$ cat src/inc/txcdc_pkg.sv
`default_nettype none
package txcdc_pkg;
	// command byte bit positions
	localparam int CMD_TCP_BIT = 0;
	localparam int CMD_IP_BIT = 1;
	localparam int CMD_SEG_BIT = 2;
	localparam int CMD_RS_BIT = 3;
	localparam int CMD_RSV4_BIT = 4;
	localparam int CMD_DESCRIPTOR_EXTENSION_BIT = 5;
	localparam int CMD_RSV6_BIT = 6;
	localparam int CMD_IDE_BIT = 7;
	// status nibble
	localparam int STA_DD_BIT = 0;
	localparam logic [3:0] STA_RESET = 4'h0;
	localparam logic [3:0] STA_DONE = 4'h1;
	localparam logic [3:0] DESCRIPTOR_TYPE_CODE_CONTEXT = 4'h0;
	localparam int DELAY_W = 16;
	localparam logic [15:0] DELAY_ZERO = 16'h0000;
	localparam logic [15:0] DELAY_ONE = 16'h0001;
	localparam int TICK_NS = 1024;
	localparam int CLK_NS = 5;
	localparam int TICK_CYCLES = TICK_NS / CLK_NS;
	localparam logic [7:0] TICK_LAST = 8'(TICK_CYCLES - 1);
	localparam logic [7:0] TICK_ZERO = 8'h00;

	// decoded packet-type options of one context
	typedef struct packed {
		logic tcp;
		logic ipv4;
		logic generic_block;
	} txcdc_opts_s;

	// write-back record handed to the fetch engine
	typedef struct packed {
		logic [3:0] status_nibble;
		logic write;
	} txcdc_wb_s;

	typedef enum logic [1:0] {
		TXCDC_IDLE = 2'b00,
		TXCDC_DECODE = 2'b01,
		TXCDC_WRITEBACK = 2'b11
	} txcdc_state_e;
endpackage : txcdc_pkg
`default_nettype wire

$ cat src/core/txcdc_core.sv
`default_nettype none
module txcdc_core (
	input wire logic ref_clk_in,
	input wire logic rst_n_in,
	input wire logic desc_valid_in,
	input wire logic [7:0] context_command_field_in,
	input wire logic [3:0] descriptor_type_code_in,
	input wire logic [15:0] tx_interrupt_delay_in,
	input wire logic legacy_ip_mode_in,
	output logic desc_ready_out,
	output logic seg_ctx_load_out,
	output logic csum_ctx_load_out,
	output txcdc_pkg::txcdc_opts_s seg_opts_out,
	output logic ip_header_update_out,
	output txcdc_pkg::txcdc_wb_s writeback_out,
	output logic tx_interrupt_out,
	output logic delay_running_out,
	output logic bad_desc_out
);
	txcdc_pkg::txcdc_state_e state_r;
	txcdc_pkg::txcdc_state_e state_nxt;
	logic [7:0] cmd_r;
	logic tick;
	logic expire;
	logic running;

	// field decode of the latched command byte
	wire logic cmd_ide = cmd_r[txcdc_pkg::CMD_IDE_BIT];
	wire logic cmd_rs = cmd_r[txcdc_pkg::CMD_RS_BIT];
	wire logic cmd_seg = cmd_r[txcdc_pkg::CMD_SEG_BIT];
	wire logic cmd_ip = cmd_r[txcdc_pkg::CMD_IP_BIT];
	wire logic cmd_tcp = cmd_r[txcdc_pkg::CMD_TCP_BIT];
	wire logic cmd_descriptor_extension = cmd_r[txcdc_pkg::CMD_DESCRIPTOR_EXTENSION_BIT];
	wire logic in_decode = (state_r == txcdc_pkg::TXCDC_DECODE);
	wire logic in_wb = (state_r == txcdc_pkg::TXCDC_WRITEBACK);
	wire logic take = desc_ready_out && desc_valid_in;

	// malformed descriptors are flagged but still processed, software owns these bits
	wire logic rsv_set = context_command_field_in[txcdc_pkg::CMD_RSV6_BIT]
		| context_command_field_in[txcdc_pkg::CMD_RSV4_BIT];
	wire logic bad_now = take && (rsv_set
		|| !context_command_field_in[txcdc_pkg::CMD_DESCRIPTOR_EXTENSION_BIT]
		|| (descriptor_type_code_in != txcdc_pkg::DESCRIPTOR_TYPE_CODE_CONTEXT));

	// options only meaningful while segmenting; masked otherwise
	wire logic opt_tcp = cmd_seg & cmd_tcp;
	wire logic opt_ip = cmd_seg & cmd_ip;
	wire logic opt_generic = cmd_seg & ~cmd_tcp & ~cmd_ip;
	wire logic opt_ip_update = cmd_seg & legacy_ip_mode_in & cmd_ip;

	// timer control at write-back, regardless of segmentation bit
	wire logic wb_fire = in_wb && cmd_rs;
	wire logic delay_load = in_wb && cmd_ide;
	wire logic delay_clear = wb_fire && !cmd_ide;
	wire logic irq_now = delay_clear || expire;

	// status carries only descriptor done, reserved bits zero
	wire logic [3:0] wb_status = txcdc_pkg::STA_DONE;

	// one descriptor at a time: take, decode, write back
	always_comb begin
		state_nxt = state_r;
		unique case (state_r)
			txcdc_pkg::TXCDC_IDLE: begin
				if (take)
					state_nxt = txcdc_pkg::TXCDC_DECODE;
			end
			txcdc_pkg::TXCDC_DECODE: begin
				state_nxt = txcdc_pkg::TXCDC_WRITEBACK;
			end
			txcdc_pkg::TXCDC_WRITEBACK: begin
				state_nxt = txcdc_pkg::TXCDC_IDLE;
			end
			default: begin
				state_nxt = txcdc_pkg::TXCDC_IDLE;
			end
		endcase
	end

	// state and command latch
	always_ff @(posedge ref_clk_in or negedge rst_n_in) begin
		if (!rst_n_in) begin
			state_r <= txcdc_pkg::TXCDC_IDLE;
			cmd_r <= 8'h00;
		end else begin
			state_r <= state_nxt;
			if (take)
				cmd_r <= context_command_field_in;
		end
	end

	// context load strobes and options registered for the datapath
	always_ff @(posedge ref_clk_in or negedge rst_n_in) begin
		if (!rst_n_in) begin
			seg_ctx_load_out <= 1'b0;
			csum_ctx_load_out <= 1'b0;
			seg_opts_out <= '0;
			ip_header_update_out <= 1'b0;
		end else begin
			seg_ctx_load_out <= in_decode && cmd_seg;
			csum_ctx_load_out <= in_decode && !cmd_seg;
			if (in_decode && cmd_seg) begin
				seg_opts_out <= '{tcp: opt_tcp, ipv4: opt_ip, generic_block: opt_generic};
				ip_header_update_out <= opt_ip_update;
			end
		end
	end

	// handshake, write-back and interrupt outputs
	always_ff @(posedge ref_clk_in or negedge rst_n_in) begin
		if (!rst_n_in) begin
			desc_ready_out <= 1'b0;
			writeback_out <= '0;
			tx_interrupt_out <= 1'b0;
			delay_running_out <= 1'b0;
			bad_desc_out <= 1'b0;
		end else begin
			desc_ready_out <= (state_nxt == txcdc_pkg::TXCDC_IDLE);
			writeback_out.write <= wb_fire;
			writeback_out.status_nibble <= wb_fire ? wb_status : txcdc_pkg::STA_RESET;
			tx_interrupt_out <= irq_now;
			delay_running_out <= running;
			bad_desc_out <= bad_now;
		end
	end

	// descriptor extension is latched but drives nothing beyond the check
	wire logic unused_descriptor_extension = cmd_descriptor_extension;

	txcdc_tick u_tick (
		.ref_clk_in(ref_clk_in),
		.rst_n_in(rst_n_in),
		.tick_out(tick)
	);

	txcdc_delay u_delay (
		.ref_clk_in(ref_clk_in),
		.rst_n_in(rst_n_in),
		.tick_in(tick),
		.load_in(delay_load && cmd_rs),
		.clear_in(delay_clear),
		.delay_value_in(tx_interrupt_delay_in),
		.expire_out(expire),
		.running_out(running)
	);
endmodule // txcdc_core
`default_nettype wire

$ cat src/core/txcdc_tick.sv
`default_nettype none
// one-cycle enable every delay tick
module txcdc_tick (
	input wire logic ref_clk_in,
	input wire logic rst_n_in,
	output logic tick_out
);
	logic [7:0] cnt_r;
	wire logic at_end = (cnt_r == txcdc_pkg::TICK_LAST);

	// free-running divider; tick granularity bounds delay accuracy to one tick
	always_ff @(posedge ref_clk_in or negedge rst_n_in) begin
		if (!rst_n_in) begin
			cnt_r <= txcdc_pkg::TICK_ZERO;
			tick_out <= 1'b0;
		end else begin
			cnt_r <= at_end ? txcdc_pkg::TICK_ZERO : cnt_r + 8'h01;
			tick_out <= at_end;
		end
	end
endmodule // txcdc_tick
`default_nettype wire

$ cat src/core/txcdc_delay.sv
`default_nettype none
// transmit interrupt delay countdown
module txcdc_delay (
	input wire logic ref_clk_in,
	input wire logic rst_n_in,
	input wire logic tick_in,
	input wire logic load_in,
	input wire logic clear_in,
	input wire logic [15:0] delay_value_in,
	output logic expire_out,
	output logic running_out
);
	logic [15:0] count_r;
	logic [15:0] count_nxt;
	wire logic hit_one = running_out && tick_in && (count_r == txcdc_pkg::DELAY_ONE);

	// load beats a running count, clear stops it
	always_comb begin
		count_nxt = count_r;
		if (load_in)
			count_nxt = delay_value_in;
		else if (clear_in)
			count_nxt = txcdc_pkg::DELAY_ZERO;
		else if (running_out && tick_in)
			count_nxt = count_r - txcdc_pkg::DELAY_ONE;
	end

	always_ff @(posedge ref_clk_in or negedge rst_n_in) begin
		if (!rst_n_in) begin
			count_r <= txcdc_pkg::DELAY_ZERO;
			expire_out <= 1'b0;
		end else begin
			count_r <= count_nxt;
			expire_out <= hit_one && !load_in && !clear_in;
		end
	end

	assign running_out = (count_r != txcdc_pkg::DELAY_ZERO);
endmodule // txcdc_delay
`default_nettype wire

$ cat config.mk
export PLATFORM = sky130hd
export DESIGN_NAME = txcdc_core
export DESIGN_NICKNAME = d
export VERILOG_FILES = /design/src/inc/txcdc_pkg.sv /design/src/core/txcdc_core.sv /design/src/core/txcdc_tick.sv /design/src/core/txcdc_delay.sv
export SDC_FILE = /design/constraint.sdc
export NUM_CORES = 1
export LEC_CHECK = 0
export ABC_CLOCK_PERIOD_IN_PS = 2600
export BUFFER_PORTS_ARGS = -buffer_cell sky130_fd_sc_hd__buf_2
export CAP_MARGIN = 40
export CORE_ASPECT_RATIO = 1.1
export CORE_MARGIN = 5
export CORE_UTILIZATION = 53
export DETAILED_ROUTE_END_ITERATION = 7
export GPL_ROUTABILITY_DRIVEN = 0
export PLACE_DENSITY = 0.78
export REMOVE_ABC_BUFFERS = 1
export SYNTH_ARGS = -nofsm -noshare
export SYNTH_HDL_FRONTEND = slang
export SYNTH_SLANG_ARGS = --single-unit
export TNS_END_PERCENT = 30
$ cat constraint.sdc
create_clock -name ref_clk_in -period 2.6 [get_ports ref_clk_in]
set_clock_uncertainty 0.1 [all_clocks]
set_input_delay 0.13 -clock ref_clk_in [delete_from_list [all_inputs] [get_ports ref_clk_in]]
set_output_delay 0.13 -clock ref_clk_in [all_outputs]
set_load 0.05 [all_outputs]
* Word-level counts from Yosys, hierarchy flattened
Cells that the tools add are included.
** Storage, ports and cells
- Register bits :: 48
- Bits of input ports :: 32
- Output and inout port bits :: 15
- Word-level logic and storage cells :: 65
** Operators by class
- $add $sub $neg :: 2
- Eq/ne operators :: 4
- Muxes and demuxes :: 7
- Bitwise logic cells :: 9
- Reduce and logical (&&, ||, !) cells :: 25
** Operators by type and width (number)
- 2-to-1 mux 16 bit :: 3
- equality test 16 x 1 -> 1 bit, second input constant :: 1
- nonzero test 16 bit :: 1
- subtractor 16 x 1 -> 16 bit, second input constant :: 1
- logical AND 1 bit :: 12
- adder 8 x 1 -> 8 bit, second input constant :: 1
- equality test 8 bit, second input constant :: 1
- 2-to-1 mux 8 bit :: 1
- AND 1 bit :: 6
- zero test 1 bit :: 5
- zero test 2 bit :: 2
- case mux 2 bit (2 select lines) :: 1
- nonzero test 4 bit :: 1
- logical OR 1 bit :: 3
- nonzero test 3 bit :: 1
- equality test 2 x 1 -> 1 bit, second input constant :: 1
- equality test 2 bit, second input constant :: 1
- 2-to-1 mux 2 bit :: 1
- NOT 1 bit :: 2
- 2-to-1 mux 1 bit :: 1
- OR 1 bit :: 1

* Logic depth before layout (Yosys ltp)
- Depth after elaboration :: 6
- Mapped depth :: 8

* Cells and area by module
From an unflattened synthesis, not the netlist that was laid out.
** Unflattened totals
- Cell total of the unflattened synthesis :: 223
- Area total of the unflattened synthesis :: 2292.2 sq um
** Modules (own cells, without submodules)
- txcdc_delay :: instances 1, cells each 139, area an instance 1193.6 sq um
- txcdc_core :: instances 1, cells each 51, area an instance 704.4 sq um
- txcdc_tick :: instances 1, cells each 33, area an instance 394.1 sq um

* Worst setup path after synthesis
No wires, ideal clock.
- Kind :: flip-flop to flip-flop
- Start :: register u_delay.count_r[0]
- End :: register u_delay.count_r[15]
- Setup time :: 131 ps
- Data arrival time :: 1719 ps
- Required time :: 2369 ps
- Setup slack :: 650 ps
- Stages on the path, launching flop included :: 8
- Buffers on the path :: 0
- Path through :: dfrtp_1 -> inv_1 -> ha_1 -> nor3b_2 -> and4_1 -> or4_1 -> xor2_1 -> o21ai_1
** Between the ends
- Longest elaborated chain between the ends :: 4
- Elaborated cells on any way between the ends :: 7
** RTL lines
- from (decl) :: line txcdc_delay.sv:13 : logic [15:0] count_r;
- from (signal assigned) :: line txcdc_delay.sv:30 : count_r <= txcdc_pkg::DELAY_ZERO;
- from (signal assigned) :: line txcdc_delay.sv:33 : count_r <= count_nxt;
- subtractor 16 x 1 -> 16 bit :: line txcdc_delay.sv:25 : count_nxt = count_r - txcdc_pkg::DELAY_ONE;
- 2-to-1 mux 16 bit :: line txcdc_delay.sv:24 : else if (running_out && tick_in)
- 2-to-1 mux 16 bit :: line txcdc_delay.sv:22 : else if (clear_in)
- 2-to-1 mux 16 bit :: line txcdc_delay.sv:20 : if (load_in)
Several ways; a longest one is shown, not always the timed one. The select of a mux whose other input is x is not followed.
A chain may end at the register's enable or synchronous reset.

* Final worst setup path
- Start :: register u_delay.count_r[1]
- End :: register u_delay.count_r[1]
The elaborated chain is that of the path after synthesis.

==> summary.md <==
| Metric | Value |
|---|---|
| Fin cells | 311 |
| Number of buffers created by CTS | 5 |
| RSZ-0062 raised after global routing | no |
| Relative contribution of sequential cells to total power | 45.5% |
| Vias in the first global route | 1666 |
| Clock latency reported for the late side of the worst-skew pair | 0.29 ns |
| # DRC | 0 |
| Layout area overhead | 24.9% |
| Buffer cell driving the clock tree root | sky130_fd_sc_hd__clkbuf_8 |
| Internal power component | 1.54 mW |
| Syn Std Cell Area | 2090 sq um |
| Number of endpoints failing setup at the final stage | 0 |
| Post-layout instance area | 2610 sq um |
| Die Outline Area | 5300 sq um |
| Number of antenna cells inserted | 0 |
| Clock Power Share | 19.5% |
| Combinational family with the most area after synthesis | simple AND/OR/NAND/NOR gates |
| Post-detail-place hpwl | 3100 microns |
| Total of buffers placed on input and output ports | 43 |
| Outcome | completed |
| Power per cell area | 988 nW/um^2 |
| Most common cell after layout, fill and taps aside | sky130_fd_sc_hd__dfrtp_1 |
| Remaining global-route overflow | 0 |
| Final setup TNS | 0 ns |
| Number of distinct library cells after synthesis | 39 |
| Endpoint kind of the worst setup timing path | flop |
| Wire length per cell | 14.0 microns |
| Max Cap Violations | 0 |
| FMAX | 0.449 GHz |
| Number of levels in the clock H-tree | 2 |
| Synthesized instance count | 199 |
| Post-detailed-routing wire length | 4350 microns |
| Count of synthesis-stage warnings from yosys | 0 |
| Buffer depth of the longest clock path | 2 |
| Hold Path Class | input port to flop |
| Largest driver fanout on the critical path | 8 |
| Relative max-transition margin | 57.9% |
| Fraction of the cycle the final worst path needs | 85.7% |
| Clock slew at the register clock pins of the worst setup and hold paths | 0.08 ns |
| Minimum clock period after layout | 2.23 ns |
| Final hold violations | 0 |
| Max Slew Vio Count | 0 |
| Static leakage power | 1.17 nW |
| Maximum resistive drop on vdd | 0.650 mV |
| Worst hold slack | 0.0100 ns |
| Net count reported at finish | 293 |
| Clock tree from TritonCTS | built |
| Number of gates given a new drive strength after cts | 0 |
| Share of total power in combinational logic | 35.1% |
| Area share of fa/ha/maj cells after synthesis | 1.80% |
| Switching power share of the total | 40.4% |
| Via-to-Cell Ratio | 5.41 |
| Number of sinks driven by the clock tree | 44 |
| Post-synthesis simple-gate area fraction | 21.0% |
| Remaining number of nets flagged by the antenna check after routing | 0 |
| Detailed Route Iter0 Violations | 47 |
| Top flip-flop cell by instance count after synthesis | sky130_fd_sc_hd__dfrtp_1 |
| Category of the worst setup path launch point | flop |
| Cell count after placement | 289 |
| Die boundary width | 69.9 microns |
| Vertical extent of the die | 75.9 microns |
| Average footprint of a synthesized cell | 10.5 sq um |
| Ports | 47 |
| Data arrival time of the critical path | 2.36 ns |
| Share of final-layout standard cells stronger than drive strength 1 | 26.6% |
| Synth Area in Compound Gates | 10.5% |
| Post-synthesis async set-or-reset flop share | 100% |
| Fin util | 66.9% |
| Xor/xnor share of the synthesized area | 5.87% |
| Starting density of the core | 53.5% |
| Most frequent cells in the layout | 44 x sky130_fd_sc_hd__dfrtp_1, 43 x sky130_fd_sc_hd__buf_2, 23 x sky130_fd_sc_hd__a21oi_1 |
| Pin count of the biggest net entering global routing | 31 |
| Power dissipated by switching net loads | 1.04 mW |
| Worst setup path class | flop to flop |
| Area after DPL | 2360 sq um |
| Core outline area | 3900 sq um |
| Row cnt | 24 |
| Detailed-route via count | 1684 |
| Worst slew pin tran | 0.626 ns |
| Initial antenna violation count | 0 |
| First-pass iteration count of the detailed router | 4 |
| Number of flip-flops and latches in the synthesized netlist | 44 |
| Overall fraction of global-route tracks in use | 17.9% |
| Post-synthesis mux area share | 4.25% |
| Register area share after synthesis | 52.7% |
| Global-route wire length before repair | 7420 microns |
| Data required time at the worst endpoint | 2.73 ns |
| Count of flip-flops with a built-in enable after synthesis | 0 |
-- layout make-up --
type | count | area [sq um]
clock buffers | 6 | 72.6
inverters | 5 | 18.8
multi-input cells | 141 | 920
well taps | 52 | 65.1
clock inverters | 2 | 35.0
repair buffers | 61 | 398
fillers | 323 | 1290
flip-flops and latches | 44 | 1100
-- kinds of logic after synthesis --
kind of cell	count (synthesis)
fa+ha+maj	3
simple gates	74
flops	44
compound gates	39
other cells	1
xor+xnor	14
buf+inv	16
mux	8
-- critical path, stage by stage (launching register included) --
cell	delay, ns
sky130_fd_sc_hd__dfrtp_1	0.41
sky130_fd_sc_hd__inv_1	0.09
sky130_fd_sc_hd__ha_1	0.19
sky130_fd_sc_hd__nor3b_2	0.41
sky130_fd_sc_hd__nand4_1	0.28
sky130_fd_sc_hd__and2_1	0.32
sky130_fd_sc_hd__a211oi_1	0.24
sky130_fd_sc_hd__a31o_2	0.13
-- through the flow --
stage / power (mW) / setup WS, ns
after global placement: 2.03 / 0.501
final: 2.58 / 0.371
after detailed placement: 2.07 / 0.430
after floorplan: 1.80 / 0.527
after CTS: 2.60 / 0.425
after global routing: 2.75 / 0.179
-- cell usage after synthesis, drive strengths merged (2+ instances only) --
library cell	instances	share of area (%)
nand4b	3	1.3
nor3	3	0.72
or4	3	1.1
o31ai	2	0.72
o21ai	6	1.4
a31oi	3	0.90
nand3	14	3.4
dfrtp	44	53
nand4	8	2.4
and3	4	1.3
nand2	7	1.3
nor3b	3	1.3
nor2b	4	1.2
and2	2	0.60
nor4	8	3.4
xor2	9	3.8
inv	5	0.90
xnor2	5	2.1
nor2	13	2.3
a21oi	23	5.5
ha	3	1.8
buf	5	1.7
a31o	2	0.84
clkbuf	6	1.1
mux2	7	3.8
-- registers in the layout (all words and copies together), names as in the netlist, 2 cells and up --
register         count
u_tick.cnt_r         8
seg_opts_out         3
cmd_r                5
u_delay.count_r     16
state_r              2
-- path summary, 6_finish.rpt --
path	startpoint	endpoint	slack [ns]	cells past startpoint
worst min-delay path	tx_interrupt_delay_in[5]	u_delay.count_r[5]$_DFFE_PN0P_	0.01	3
worst max-delay path	u_delay.count_r[1]$_DFFE_PN0P_	u_delay.count_r[1]$_DFFE_PN0P_	0.37	7
min in group asynchronous	rst_n_in	u_tick.cnt_r[5]$_DFF_PN0_	0.18	2
worst max register to register	u_delay.count_r[1]$_DFFE_PN0P_	u_delay.count_r[1]$_DFFE_PN0P_	0.37	7
max in group asynchronous	rst_n_in	u_delay.count_r[6]$_DFFE_PN0P_	1.75	3
worst min register to register	u_delay.expire_out$_DFF_PN0_	tx_interrupt_out$_DFF_PN0_	0.35	1
-- metal layers --
metal	global-route usage (%)	wire length, microns	share of wire (%)	vias to the layer above
met5	0	0	0	-
met4	7.87	80	1.8	0
met3	5.28	249	5.7	7
met2	32.0	2230	51	43
met1	20.2	1790	41	804
li1	-	-	-	830
-- power by group through the flow --
stage	combinational [mW]	clock, mW	sequential [mW]
2_1_floorplan	0.458	0	1.35
3_3_place_gp	0.863	0	1.17
3_5_place_dp	0.887	0	1.19
4_1_cts	0.909	0.518	1.17
5_1_grt	0.987	0.549	1.22
6_report	0.904	0.502	1.17
-- repair_timing --
item / CTS / global route
buffers inserted: 0 / 0
hold endpoints to repair: 57 / 0
hold buffers: 14 / 0
Note: power is estimated with default switching activity, not from simulation.
